**src/verilog/msp_pkg.sv**
```systemverilog
// Constants, register map and timing for the monitor sync processor.
// Assumes clk_i is the oscillator at 100 MHz and all sync inputs are
// already synchronous to it.
package msp_pkg;
  localparam logic [7:0] ADDR_CTRL_ZERO = 8'h00;
  localparam logic [7:0] ADDR_CTRL_ONE  = 8'h04;
  localparam logic [7:0] ADDR_CTRL_TWO  = 8'h08;
  localparam logic [7:0] ADDR_DIVISOR   = 8'h0C;
  // Field positions
  localparam int Z_INSEL  = 7;
  localparam int Z_RAW    = 6;
  localparam int Z_CMP    = 5;
  localparam int O_HPOL   = 0;
  localparam int O_VPOL   = 1;
  localparam int O_HINV   = 2;
  localparam int O_VINV   = 3;
  localparam int O_CPOL   = 4;
  localparam int O_PORCH  = 5;
  localparam int O_CSG    = 6;
  localparam int T_OUTDIS = 0;
  localparam int T_CPRES  = 1;
  localparam int T_GREEN  = 2;
  localparam int T_LATCH  = 3;
  localparam int T_PSDIS  = 4;
  localparam int T_CLKSEL = 5;
  localparam int T_VDD    = 6;
  localparam int T_UNMIX  = 7;
  // Reset values; pseudo generation off so outputs start as pass-through
  localparam logic [7:0] CTRL_ZERO_RST = 8'h00;
  localparam logic [7:0] CTRL_ONE_RST  = 8'h00;
  localparam logic [7:0] CTRL_TWO_RST  = 8'h10;
  localparam logic [7:0] DIVISOR_RST   = 8'h7F;
  // Timing
  localparam int CLK_PERIOD_NS = 10;
  localparam logic [1:0] FSYNC_DIV3 = 2'h2;
  localparam logic [1:0] FSYNC_DIV2 = 2'h1;
  localparam int HS_MAX_NS = 7850;
  localparam logic [4:0] UD_MAX = 5'h1F;
  localparam logic [4:0] UD_MIN = 5'h00;
  localparam logic [9:0] INTERVAL_LAST = 10'h3E7;
  localparam logic [3:0] POL_LAST = 4'hF;
  localparam logic [4:0] POL_HALF = 5'h08;
  localparam int GREEN_DELAY_NS = 150;
  localparam int GREEN_DELAY_CYC = GREEN_DELAY_NS / CLK_PERIOD_NS;
  localparam logic [5:0] GREEN_EDGE_LAST = 6'h3F;
  localparam logic [5:0] GREEN_MISMATCH = 6'h20;
  localparam logic [7:0] PH_WIDTH = 8'h08;
  localparam logic [9:0] PV_LINES = 10'h210;
  localparam logic [9:0] PV_WIDTH = 10'h006;
  localparam logic [3:0] CLAMP_W1 = 4'h2;
  localparam logic [3:0] CLAMP_W2 = 4'h4;
  localparam logic [3:0] CLAMP_W3 = 4'h8;
  localparam logic [1:0] RESP_OKAY = 2'h0;
  localparam logic [1:0] RESP_SLVERR = 2'h2;
endpackage

```
**src/verilog/msp_sync_proc.sv**
```systemverilog
// Sync processor core with its AXI4-Lite register slave.
// Assumes sync inputs are synchronous to clk_i, which is the oscillator.
//
// Implementation choices: the address map and the AXI4-Lite interface to the registers.
`timescale 1ns/1ns
module msp_sync_proc
(
  input  wire logic       clk_i,
  input  wire logic       rst_i,
  input  wire logic [7:0] s_axi_awaddr_i,
  input  wire logic       s_axi_awvalid_i,
  output logic            s_axi_awready_o,
  input  wire logic [31:0] s_axi_wdata_i,
  input  wire logic [3:0] s_axi_wstrb_i,
  input  wire logic       s_axi_wvalid_i,
  output logic            s_axi_wready_o,
  output logic [1:0]      s_axi_bresp_o,
  output logic            s_axi_bvalid_o,
  input  wire logic       s_axi_bready_i,
  input  wire logic [7:0] s_axi_araddr_i,
  input  wire logic       s_axi_arvalid_i,
  output logic            s_axi_arready_o,
  output logic [31:0]     s_axi_rdata_o,
  output logic [1:0]      s_axi_rresp_o,
  output logic            s_axi_rvalid_o,
  input  wire logic       s_axi_rready_i,
  input  wire logic       hsync_i,
  input  wire logic       vsync_i,
  input  wire logic       csync_i,
  output logic            hsync_o,
  output logic            vsync_o,
  output logic            clamp_o,
  output logic            vdd_level_sel_o
);

  function automatic logic reg_hit(input logic [7:0] a,
                                   input logic [7:0] off);
    reg_hit = (a[7:2] == off[7:2]);
  endfunction

  function automatic logic [3:0] clamp_len(input logic [1:0] csg);
    case (csg)
      2'h1:    clamp_len = msp_pkg::CLAMP_W1;
      2'h2:    clamp_len = msp_pkg::CLAMP_W2;
      2'h3:    clamp_len = msp_pkg::CLAMP_W3;
      default: clamp_len = 4'h0;
    endcase
  endfunction

  // Software-written control
  logic [7:0] zero_r;
  logic [7:0] one_r;
  logic [7:0] two_r;
  logic [7:0] div_r;
  // Bus state
  logic        awready_r;
  logic        bvalid_r;
  logic [1:0]  bresp_r;
  logic        arready_r;
  logic        rvalid_r;
  logic [1:0]  rresp_r;
  logic [31:0] rdata_r;
  // Core state
  logic [1:0] fdiv_r;
  logic [4:0] ud_cnt_r;
  logic       vext_r;
  logic       latch_r;
  logic       sel_prev_r;
  logic       mix_seen_r;
  logic       unmix_r;
  logic [9:0] itv_r;
  logic [3:0] win_r;
  logic [4:0] hi_h_r;
  logic [4:0] hi_v_r;
  logic       hpol_r;
  logic       vpol_r;
  logic       c_prev_r;
  logic       cseen_r;
  logic       cpres_r;
  logic [msp_pkg::GREEN_DELAY_CYC-1:0] dly_r;
  logic       hn_prev_r;
  logic [5:0] mis_r;
  logic [5:0] cedge_r;
  logic       green_r;
  logic [3:0] clamp_cnt_r;
  logic [7:0] ph_r;
  logic [9:0] pv_r;
  logic       hs_r;
  logic       vs_r;
  logic       clamp_r;

  // Bus decode
  wire wr_fire = awready_r & s_axi_awvalid_i & s_axi_wvalid_i;
  wire wr_lane = wr_fire & s_axi_wstrb_i[0];
  wire [7:0] wd = s_axi_wdata_i[7:0];
  wire wr_zero = wr_lane & reg_hit(s_axi_awaddr_i, msp_pkg::ADDR_CTRL_ZERO);
  wire wr_one  = wr_lane & reg_hit(s_axi_awaddr_i, msp_pkg::ADDR_CTRL_ONE);
  wire wr_two  = wr_lane & reg_hit(s_axi_awaddr_i, msp_pkg::ADDR_CTRL_TWO);
  wire wr_div  = wr_lane & reg_hit(s_axi_awaddr_i, msp_pkg::ADDR_DIVISOR);
  wire wr_map  = reg_hit(s_axi_awaddr_i, msp_pkg::ADDR_CTRL_ZERO)
               | reg_hit(s_axi_awaddr_i, msp_pkg::ADDR_CTRL_ONE)
               | reg_hit(s_axi_awaddr_i, msp_pkg::ADDR_CTRL_TWO)
               | reg_hit(s_axi_awaddr_i, msp_pkg::ADDR_DIVISOR);
  wire rd_fire = arready_r & s_axi_arvalid_i;
  wire rd_two  = rd_fire & reg_hit(s_axi_araddr_i, msp_pkg::ADDR_CTRL_TWO);

  // Control fields
  wire insel  = zero_r[msp_pkg::Z_INSEL];
  wire cmp    = zero_r[msp_pkg::Z_CMP];
  wire hinv   = one_r[msp_pkg::O_HINV];
  wire vinv   = one_r[msp_pkg::O_VINV];
  wire cpol   = one_r[msp_pkg::O_CPOL];
  wire porch  = one_r[msp_pkg::O_PORCH];
  wire [1:0] csg = one_r[msp_pkg::O_CSG+1:msp_pkg::O_CSG];
  wire outdis = two_r[msp_pkg::T_OUTDIS];
  wire psdis  = two_r[msp_pkg::T_PSDIS];
  wire clksel = two_r[msp_pkg::T_CLKSEL];

  // Counter clock: oscillator over three or over two
  wire [1:0] flim = clksel ? msp_pkg::FSYNC_DIV2 : msp_pkg::FSYNC_DIV3;
  wire ftick = (fdiv_r == flim);

  // Up/down counter on the selected input; at a third or half of the oscillator its 31 steps
  // take 930 or 620 ns, well short of HS_MAX_NS, before it saturates
  wire sel_in = insel ? csync_i : hsync_i;
  wire ud_up  = ftick & sel_in & (ud_cnt_r != msp_pkg::UD_MAX);
  wire ud_dn  = ftick & ~sel_in & (ud_cnt_r != msp_pkg::UD_MIN);
  wire [4:0] ud_nxt = ud_up ? ud_cnt_r + 5'h01 :
                      ud_dn ? ud_cnt_r - 5'h01 : ud_cnt_r;
  wire vext_nxt = (ud_cnt_r == msp_pkg::UD_MAX) ? 1'b1 :
                  (ud_cnt_r == msp_pkg::UD_MIN) ? 1'b0 : vext_r;
  wire latch_set = (vext_nxt != vext_r);
  // Set beats a software clear in the same cycle
  wire latch_nxt = latch_set |
                   (latch_r & ~(wr_two & ~wd[msp_pkg::T_LATCH]));

  // Horizontal period tracking for the unmixed flag
  wire sel_rise = sel_in & ~sel_prev_r;
  wire unmix_set = cmp & sel_rise & ~mix_seen_r & ~vext_r;
  wire unmix_nxt = cmp & ~vext_r &
                   (unmix_set | (unmix_r & ~rd_two));

  // Interval timer and polarity window
  wire itick = (itv_r == msp_pkg::INTERVAL_LAST);
  wire wend  = itick & (win_r == msp_pkg::POL_LAST);
  wire [4:0] hi_h_sum = hi_h_r + {4'h0, hsync_i};
  wire [4:0] hi_v_sum = hi_v_r + {4'h0, vsync_i};
  wire c_edge = csync_i ^ c_prev_r;
  // Counting rises, one per line, leaves room for 33 of 64 mismatches
  wire c_rise = csync_i & ~c_prev_r;

  // Horizontal input normalised to positive using detected polarity
  wire hn = hsync_i ^ ~hpol_r;
  wire hn_rise = hn & ~hn_prev_r;
  wire hn_fall = ~hn & hn_prev_r;
  wire mismatch = hn_rise &
                  (dly_r[msp_pkg::GREEN_DELAY_CYC-1] != hn);
  wire green_clr = wr_two & ~wd[msp_pkg::T_GREEN];
  wire green_set = mismatch & (mis_r == msp_pkg::GREEN_MISMATCH);
  wire green_nxt = green_set | (green_r & ~green_clr);

  // Clamp trigger follows the output porch choice; detected sync on green forces the back porch
  wire back = green_r | porch;
  wire clamp_go = (back ? hn_fall : hn_rise) & (csg != 2'h0);
  wire clamp_act = (clamp_cnt_r != 4'h0);

  // Pseudo sync generator
  wire ph_wrap = ftick & (ph_r >= div_r - 8'h01);
  wire ph_pulse = (ph_r < msp_pkg::PH_WIDTH);
  wire pv_pulse = (pv_r < msp_pkg::PV_WIDTH);

  // Output selection; composite path is blanked during extraction
  wire blank = cmp & vext_r;
  wire hs_pass = (sel_in & ~blank) ^ hinv;
  wire vs_pass = (cmp ? vext_r : vsync_i) ^ vinv;
  wire hs_src = psdis ? hs_pass : ph_pulse;
  wire vs_src = psdis ? vs_pass : pv_pulse;

  // Read mux
  wire [7:0] rd_zero = {insel, sel_in, cmp, ud_cnt_r};
  wire [7:0] rd_one  = {one_r[7:2], vpol_r, hpol_r};
  wire [7:0] rd_tw   = {unmix_r, two_r[6:4], latch_r, green_r,
                        cpres_r, outdis};
  wire ra0 = reg_hit(s_axi_araddr_i, msp_pkg::ADDR_CTRL_ZERO);
  wire ra1 = reg_hit(s_axi_araddr_i, msp_pkg::ADDR_CTRL_ONE);
  wire ra2 = reg_hit(s_axi_araddr_i, msp_pkg::ADDR_CTRL_TWO);
  wire ra3 = reg_hit(s_axi_araddr_i, msp_pkg::ADDR_DIVISOR);
  wire [7:0] rd_byte = ra0 ? rd_zero : ra1 ? rd_one :
                       ra2 ? rd_tw : ra3 ? div_r : 8'h00;
  wire rd_map = ra0 | ra1 | ra2 | ra3;

  // AXI4-Lite write channel: both address and data must be present
  always_ff @(posedge clk_i or posedge rst_i)
  begin
    if (rst_i)
    begin
      awready_r <= 1'b0;
      bvalid_r  <= 1'b0;
      bresp_r   <= msp_pkg::RESP_OKAY;
    end
    else
    begin
      awready_r <= s_axi_awvalid_i & s_axi_wvalid_i & ~awready_r & ~bvalid_r;
      if (wr_fire)
      begin
        bvalid_r <= 1'b1;
        bresp_r  <= wr_map ? msp_pkg::RESP_OKAY : msp_pkg::RESP_SLVERR;
      end
      else if (s_axi_bready_i)
        bvalid_r <= 1'b0;
    end
  end

  // AXI4-Lite read channel
  always_ff @(posedge clk_i or posedge rst_i)
  begin
    if (rst_i)
    begin
      arready_r <= 1'b0;
      rvalid_r  <= 1'b0;
      rresp_r   <= msp_pkg::RESP_OKAY;
      rdata_r   <= 32'h0000_0000;
    end
    else
    begin
      arready_r <= s_axi_arvalid_i & ~arready_r & ~rvalid_r;
      if (rd_fire)
      begin
        rvalid_r <= 1'b1;
        rdata_r  <= {24'h00_0000, rd_byte};
        rresp_r  <= rd_map ? msp_pkg::RESP_OKAY : msp_pkg::RESP_SLVERR;
      end
      else if (s_axi_rready_i)
        rvalid_r <= 1'b0;
    end
  end

  // Control registers; read-only fields are held outside these
  always_ff @(posedge clk_i or posedge rst_i)
  begin
    if (rst_i)
    begin
      zero_r <= msp_pkg::CTRL_ZERO_RST;
      one_r  <= msp_pkg::CTRL_ONE_RST;
      two_r  <= msp_pkg::CTRL_TWO_RST;
      div_r  <= msp_pkg::DIVISOR_RST;
    end
    else
    begin
      if (wr_zero)
        zero_r <= wd & 8'hA0;
      if (wr_one)
        one_r <= wd & 8'hFC;
      if (wr_two)
        two_r <= wd & 8'h71;
      if (wr_div)
        div_r <= wd;
    end
  end

  // Counter clock divider, up/down counter and extraction flags
  always_ff @(posedge clk_i or posedge rst_i)
  begin
    if (rst_i)
    begin
      fdiv_r     <= 2'h0;
      ud_cnt_r   <= msp_pkg::UD_MIN;
      vext_r     <= 1'b0;
      latch_r    <= 1'b0;
      sel_prev_r <= 1'b0;
      mix_seen_r <= 1'b0;
      unmix_r    <= 1'b0;
    end
    else
    begin
      fdiv_r     <= ftick ? 2'h0 : fdiv_r + 2'h1;
      ud_cnt_r   <= ud_nxt;
      vext_r     <= vext_nxt;
      latch_r    <= latch_nxt;
      sel_prev_r <= sel_in;
      mix_seen_r <= sel_rise ? vext_r : (mix_seen_r | vext_r);
      unmix_r    <= unmix_nxt;
    end
  end

  // Polarity and composite presence over a window of interval ticks.
  // Sync pulses are short, so a mostly-low input means positive pulses.
  always_ff @(posedge clk_i or posedge rst_i)
  begin
    if (rst_i)
    begin
      itv_r    <= 10'h000;
      win_r    <= 4'h0;
      hi_h_r   <= 5'h00;
      hi_v_r   <= 5'h00;
      hpol_r   <= 1'b0;
      vpol_r   <= 1'b0;
      c_prev_r <= 1'b0;
      cseen_r  <= 1'b0;
      cpres_r  <= 1'b0;
    end
    else
    begin
      itv_r    <= itick ? 10'h000 : itv_r + 10'h001;
      c_prev_r <= csync_i;
      if (wend)
      begin
        win_r   <= 4'h0;
        hi_h_r  <= 5'h00;
        hi_v_r  <= 5'h00;
        hpol_r  <= (hi_h_sum < msp_pkg::POL_HALF);
        vpol_r  <= (hi_v_sum < msp_pkg::POL_HALF);
        cpres_r <= cseen_r | c_edge;
        cseen_r <= 1'b0;
      end
      else
      begin
        cseen_r <= cseen_r | c_edge;
        if (itick)
        begin
          win_r  <= win_r + 4'h1;
          hi_h_r <= hi_h_sum;
          hi_v_r <= hi_v_sum;
        end
      end
    end
  end

  // Sync-on-green comparator; mismatches restart every 64 composite rises
  always_ff @(posedge clk_i or posedge rst_i)
  begin
    if (rst_i)
    begin
      dly_r     <= '0;
      hn_prev_r <= 1'b1; // Matches idle hn, so no false rise after reset
      mis_r     <= 6'h00;
      cedge_r   <= 6'h00;
      green_r   <= 1'b0;
    end
    else
    begin
      dly_r     <= {dly_r[msp_pkg::GREEN_DELAY_CYC-2:0], csync_i};
      hn_prev_r <= hn;
      green_r   <= green_nxt;
      if (green_clr)
      begin
        mis_r   <= 6'h00;
        cedge_r <= 6'h00;
      end
      else
      begin
        if (c_rise)
          cedge_r <= cedge_r + 6'h01;
        if (c_rise & (cedge_r == msp_pkg::GREEN_EDGE_LAST))
          mis_r <= 6'h00;
        else if (mismatch & (mis_r != 6'h3F))
          mis_r <= mis_r + 6'h01;
      end
    end
  end

  // Clamp width counter, started from the normalised horizontal edge
  always_ff @(posedge clk_i or posedge rst_i)
  begin
    if (rst_i)
      clamp_cnt_r <= 4'h0;
    else if (clamp_go)
      clamp_cnt_r <= clamp_len(csg);
    else if (clamp_act)
      clamp_cnt_r <= clamp_cnt_r - 4'h1;
  end

  // Pseudo line and frame counters, stepped at the counter clock
  always_ff @(posedge clk_i or posedge rst_i)
  begin
    if (rst_i)
    begin
      ph_r <= 8'h00;
      pv_r <= 10'h000;
    end
    else if (ph_wrap)
    begin
      ph_r <= 8'h00;
      pv_r <= (pv_r >= msp_pkg::PV_LINES - 10'h001) ? 10'h000
                                                    : pv_r + 10'h001;
    end
    else if (ftick)
      ph_r <= ph_r + 8'h01;
  end

  // Registered outputs
  always_ff @(posedge clk_i or posedge rst_i)
  begin
    if (rst_i)
    begin
      hs_r    <= 1'b0;
      vs_r    <= 1'b0;
      clamp_r <= 1'b1;
    end
    else
    begin
      hs_r    <= hs_src & ~outdis;
      vs_r    <= vs_src & ~outdis;
      clamp_r <= clamp_act ? cpol : ~cpol;
    end
  end

  assign s_axi_awready_o = awready_r;
  assign s_axi_wready_o  = awready_r;
  assign s_axi_bvalid_o  = bvalid_r;
  assign s_axi_bresp_o   = bresp_r;
  assign s_axi_arready_o = arready_r;
  assign s_axi_rvalid_o  = rvalid_r;
  assign s_axi_rresp_o   = rresp_r;
  assign s_axi_rdata_o   = rdata_r;
  assign hsync_o         = hs_r;
  assign vsync_o         = vs_r;
  assign clamp_o         = clamp_r;
  assign vdd_level_sel_o = two_r[msp_pkg::T_VDD];

endmodule // msp_sync_proc

```
**config.mk**
```make
export PLATFORM = sky130hd
export DESIGN_NAME = msp_sync_proc
export DESIGN_NICKNAME = d
export VERILOG_FILES = /design/src/verilog/msp_pkg.sv /design/src/verilog/msp_sync_proc.sv
export SDC_FILE = /design/constraint.sdc
export NUM_CORES = 1
export LEC_CHECK = 0
export BUFFER_PORTS_ARGS = -buffer_cell sky130_fd_sc_hd__clkbuf_2
export CAP_MARGIN = 20
export CORE_ASPECT_RATIO = 0.8
export CORE_UTILIZATION = 60
export DETAILED_ROUTE_END_ITERATION = 10
export GPL_TIMING_DRIVEN = 1
export PLACE_DENSITY = 0.8
export SYNTH_ARGS = -nofsm -noshare
export SYNTH_HDL_FRONTEND = slang
export SYNTH_SLANG_ARGS = --single-unit
```
**constraint.sdc**
```tcl
create_clock -name clk_i -period 10.8 [get_ports clk_i]
set_input_delay 1.08 -clock clk_i [delete_from_list [all_inputs] [get_ports clk_i]]
set_output_delay 1.08 -clock clk_i [all_outputs]
set_load 0.02 [all_outputs]
```
==> summary.log <==
[synthesis] leading register cell type out of synthesis sky130_fd_sc_hd__dfrtp_1
[synthesis] cell type with the largest total area after synthesis sky130_fd_sc_hd__dfrtp_1
[drt] total wire length 13.0 mm
[drt] number of design-rule violations left by the first detailed-router iteration 402
[drt] routed wire length per instance 16.4 um
[worst_setup_path] startpoint type of the worst setup path input pin
[clock_tree] number of gates given a new drive strength after cts 0
[floorplanning] CORE AREA 10,300 um^2
[synthesis] post-synthesis sequential area ratio 50.6%
[timing] # setup viols final 0
[synthesis] fraction of synthesis flops using an asynchronous set or reset pin 100%
[placement] Placed Cells incl. Taps 762
[worst_setup_path] Worst EP required 11.09 ns
[drt] DR vias/cell 5.86
[power_and_ir_drop] Power Dens Cells 208 nW/um^2
[clock_tree] TritonCTS clock tree done
[grt] aggregate global routing overflow 0
[floorplanning] number of rows created at floorplan 33
[synthesis] top cells by area, synth sky130_fd_sc_hd__dfrtp_1, sky130_fd_sc_hd__ha_1, sky130_fd_sc_hd__dfstp_2, sky130_fd_sc_hd__mux2_2, sky130_fd_sc_hd__xnor2_1
[worst_setup_path] peak fanout along the critical path 5
[synthesis] EDFF count, synth 0
[timing] hold violation count in the final report 0
[clock_tree] number of H-tree levels 4
[placement] Placed Area 6650 um^2
[synthesis] per-instance average area after synthesis 10.9 um^2
[cells_and_area] signed area change from the synthesized netlist to the final layout 14.8%
[clock_tree] number of buffers added for setup after CTS 0
[outcome] outcome finished clean
[timing] Rel. slew slack 41.5%
[synthesis] Seq cells post-synth 128
[cells_and_area] antenna cell count 0
[clock_tree] Hold-fix buffers, CTS 0
[timing] worst-case hold slack 0.348 ns
[synthesis] number of library cell types mapped by synthesis 59
[floorplanning] initial cell density of the core 61.8%
[placement] number of I/O port buffers 49
[synthesis] most repeated cell in the gate-level netlist after synthesis sky130_fd_sc_hd__dfrtp_1
[placement] post-detailed-placement half-perimeter wirelength 8.79 mm
[clock_tree] clock net sink count 128
[grt] vias in the first global route 4,344
[placement] gpl congestion 0.875
[drt] first drt pass iteration count 5
[run] max-cap viol count 0
[timing] period utilization 27.9%
[grt] maximum number of pins on one net before global-route repair 74
[drt] number of vias in the routed layout 4,653
[synthesis] top cell type's share of synthesized area 46.4%
[synthesis] synthesized cell area 6360 um^2
[worst_setup_path] Worst Path Arrival 3.29 ns
[clock_tree] clock root buffer master sky130_fd_sc_hd__clkbuf_16
[clock_tree] clock slew seen by the registers of the worst setup and hold paths 0.06 ns
[synthesis] number of warnings printed during yosys synthesis 0
[timing] final number of max-transition violations 0
[timing] Final Skew 0.00591 ns
[drt] DRC violation count after routing 0
[grt] number of antenna violations at the first check in global routing 0
[floorplanning] die outline area 11,000 um^2
[clock_tree] clock latency of the later-clocked register in the worst-skew pair 0.41 ns
[timing] unrepaired setup endpoints after global routing no
[worst_setup_path] slowest stage delay, CP 0.38 ns
[worst_setup_path] CP Capture Type register
[cells_and_area] number of nets in the final layout 729
[drt] remaining number of nets flagged by the antenna check after routing 0
[grt] Tot GR Track Use 25.9%
[synthesis] top cells by count, synth sky130_fd_sc_hd__dfrtp_1, sky130_fd_sc_hd__nor2_1, sky130_fd_sc_hd__nand2_1
[floorplanning] DIE HEIGHT 94.1 um
[power_and_ir_drop] Worst IR Drop VDD 109 uV
[worst_setup_path] largest delay contributor family on the critical path multiplexers
[synthesis] Mapped Cells 583
[grt] global-route wire length before repair 21.1 mm
[floorplanning] Die Width 117 um
[power_and_ir_drop] Lkg Pwr 3.33 nW
[timing] timing-limited maximum frequency 0.332 GHz
[cells_and_area] number of standard cells in the layout, taps in and fillers out 794
[timing] Worst-Margin Slew 0.878 ns
[cells_and_area] share of layout cells above drive strength 1 20.2%
[floorplanning] number of top-level design ports 107
[worst_setup_path] Worst path slowest cell sky130_fd_sc_hd__mux2i_1
[clock_tree] Inserted Clock Buffers 17
[worst_setup_path] CP bufs+invs 2
[timing] post-route setup TNS 0 ns
[worst_setup_path] path type of the worst setup path in -> reg
[cells_and_area] post-route cell area 7300 um^2
[clock_tree] Bufs on Longest Clock Path 2
[worst_setup_path] cell breakdown of the critical path clkbuf_2 -> mux2i_1 -> inv_1 -> o21ai_0 -> nand2b_1 -> ha_1 -> a21o_1 -> a21oi_1 -> mux2i_1 -> nand2_1 -> xnor2_1
[worst_setup_path] Top cell by count, worst path sky130_fd_sc_hd__mux2i_1
[timing] clock period minus worst slack 3.01 ns
[worst_hold_path] Tightest Hold Check Type reg -> reg
[logic make-up (layout without fill, tap and decap cells)]
logic type | count (synthesis) | count (layout) | share of synthesized area [%]
AND/OR/NAND/NOR | 179 | 179 | 14.1
flip-flops | 128 | 128 | 50.6
AO/OA/AOI/OAI | 111 | 111 | 11.4
buffers and inverters | 62 | 108 | 5.39
XOR/XNOR | 38 | 38 | 5.24
multiplexers | 38 | 38 | 8.01
adder cells (fa/ha/maj) | 26 | 26 | 5.24
other | 1 | 26 | 0.0590
[flip-flops by register name, summed over array words and instances, names as in the netlist, 2 cells and up]
register and count:
dly_r 15, itv_r 10, pv_r 10, div_r 8, ph_r 8, s_axi_rdata_o 8
cedge_r 6, mis_r 6, one_r 6, hi_h_r 5, hi_v_r 5, ud_cnt_r 5
clamp_cnt_r 4, two_r 4, win_r 4, fdiv_r 2, zero_r 2
[through the flow]
stage	utilization (%)	total power (W)	worst slack [ns]
2_1_floorplan	-	0.000819	6.32
3_5_place_dp	64.7	0.000888	7.44
6_report	71.0	0.00152	7.79
5_1_grt	71.0	0.00159	7.65
4_1_cts	71.0	0.00152	7.83
3_3_place_gp	64.7	0.000864	7.51
[cells in the final DEF (no fill, tap or decap), types with 6 or more instances in the layout]
master                        n
sky130_fd_sc_hd__dfrtp_1    118
sky130_fd_sc_hd__clkbuf_2    49
sky130_fd_sc_hd__conb_1      26
sky130_fd_sc_hd__nand2b_1     9
sky130_fd_sc_hd__o41ai_1      6
sky130_fd_sc_hd__clkbuf_16   17
sky130_fd_sc_hd__mux4_2       8
sky130_fd_sc_hd__nor2_1      51
sky130_fd_sc_hd__xor2_1      11
sky130_fd_sc_hd__nand4_1     13
sky130_fd_sc_hd__xnor2_1     27
sky130_fd_sc_hd__nor3_1      16
sky130_fd_sc_hd__mux2i_1      7
sky130_fd_sc_hd__a22o_1      16
sky130_fd_sc_hd__and3_1       7
sky130_fd_sc_hd__nand2_1     39
sky130_fd_sc_hd__inv_1       22
sky130_fd_sc_hd__nand3_1     18
sky130_fd_sc_hd__mux2_2      23
sky130_fd_sc_hd__a21oi_1     21
sky130_fd_sc_hd__o21ai_0     38
sky130_fd_sc_hd__ha_1        25
sky130_fd_sc_hd__dfstp_2     10
sky130_fd_sc_hd__a31oi_1      6
[where the power goes]
group / internal (W) / total, W / switching [W]
combinational: 0.000121 / 0.000273 / 0.000152
clock: 0.000415 / 0.000625 / 0.000210
sequential: 0.000543 / 0.000618 / 0.0000749
[layer usage]
layer	global-route usage [%]	vias to the layer above	share of wire, %
met4	7.28	0	1.4
li1	-	2155	-
met5	0	-	0
met1	34.4	2300	45
met2	41.4	178	48
met3	7.48	20	5.9
[final timing paths]
kind	slack, ns	from	depth (start not counted)	endpoint
min in group asynchronous	0.77	rst_i	2	itv_r[9]
hold reg to reg	0.35	dly_r[4]	0	dly_r[5]
setup reg to reg	7.93	div_r[0]	12	pv_r[5]
hold / removal	0.35	dly_r[4]	0	dly_r[5]
max in group asynchronous	8.69	rst_i	3	ph_r[3]
setup / recovery	7.79	hsync_i	11	ud_cnt_r[4]
[cell type report]
type                       count  area [um^2]
clock buffer                  18          439
clock inverter                14          214
fill                         705         2980
inverter                      23         88.8
multi-input combinational    418         2890
sequential                   128         3220
tap                          140          175
timing repair buffer          53          275
No activity file was read; power rests on OpenSTA's default activity.
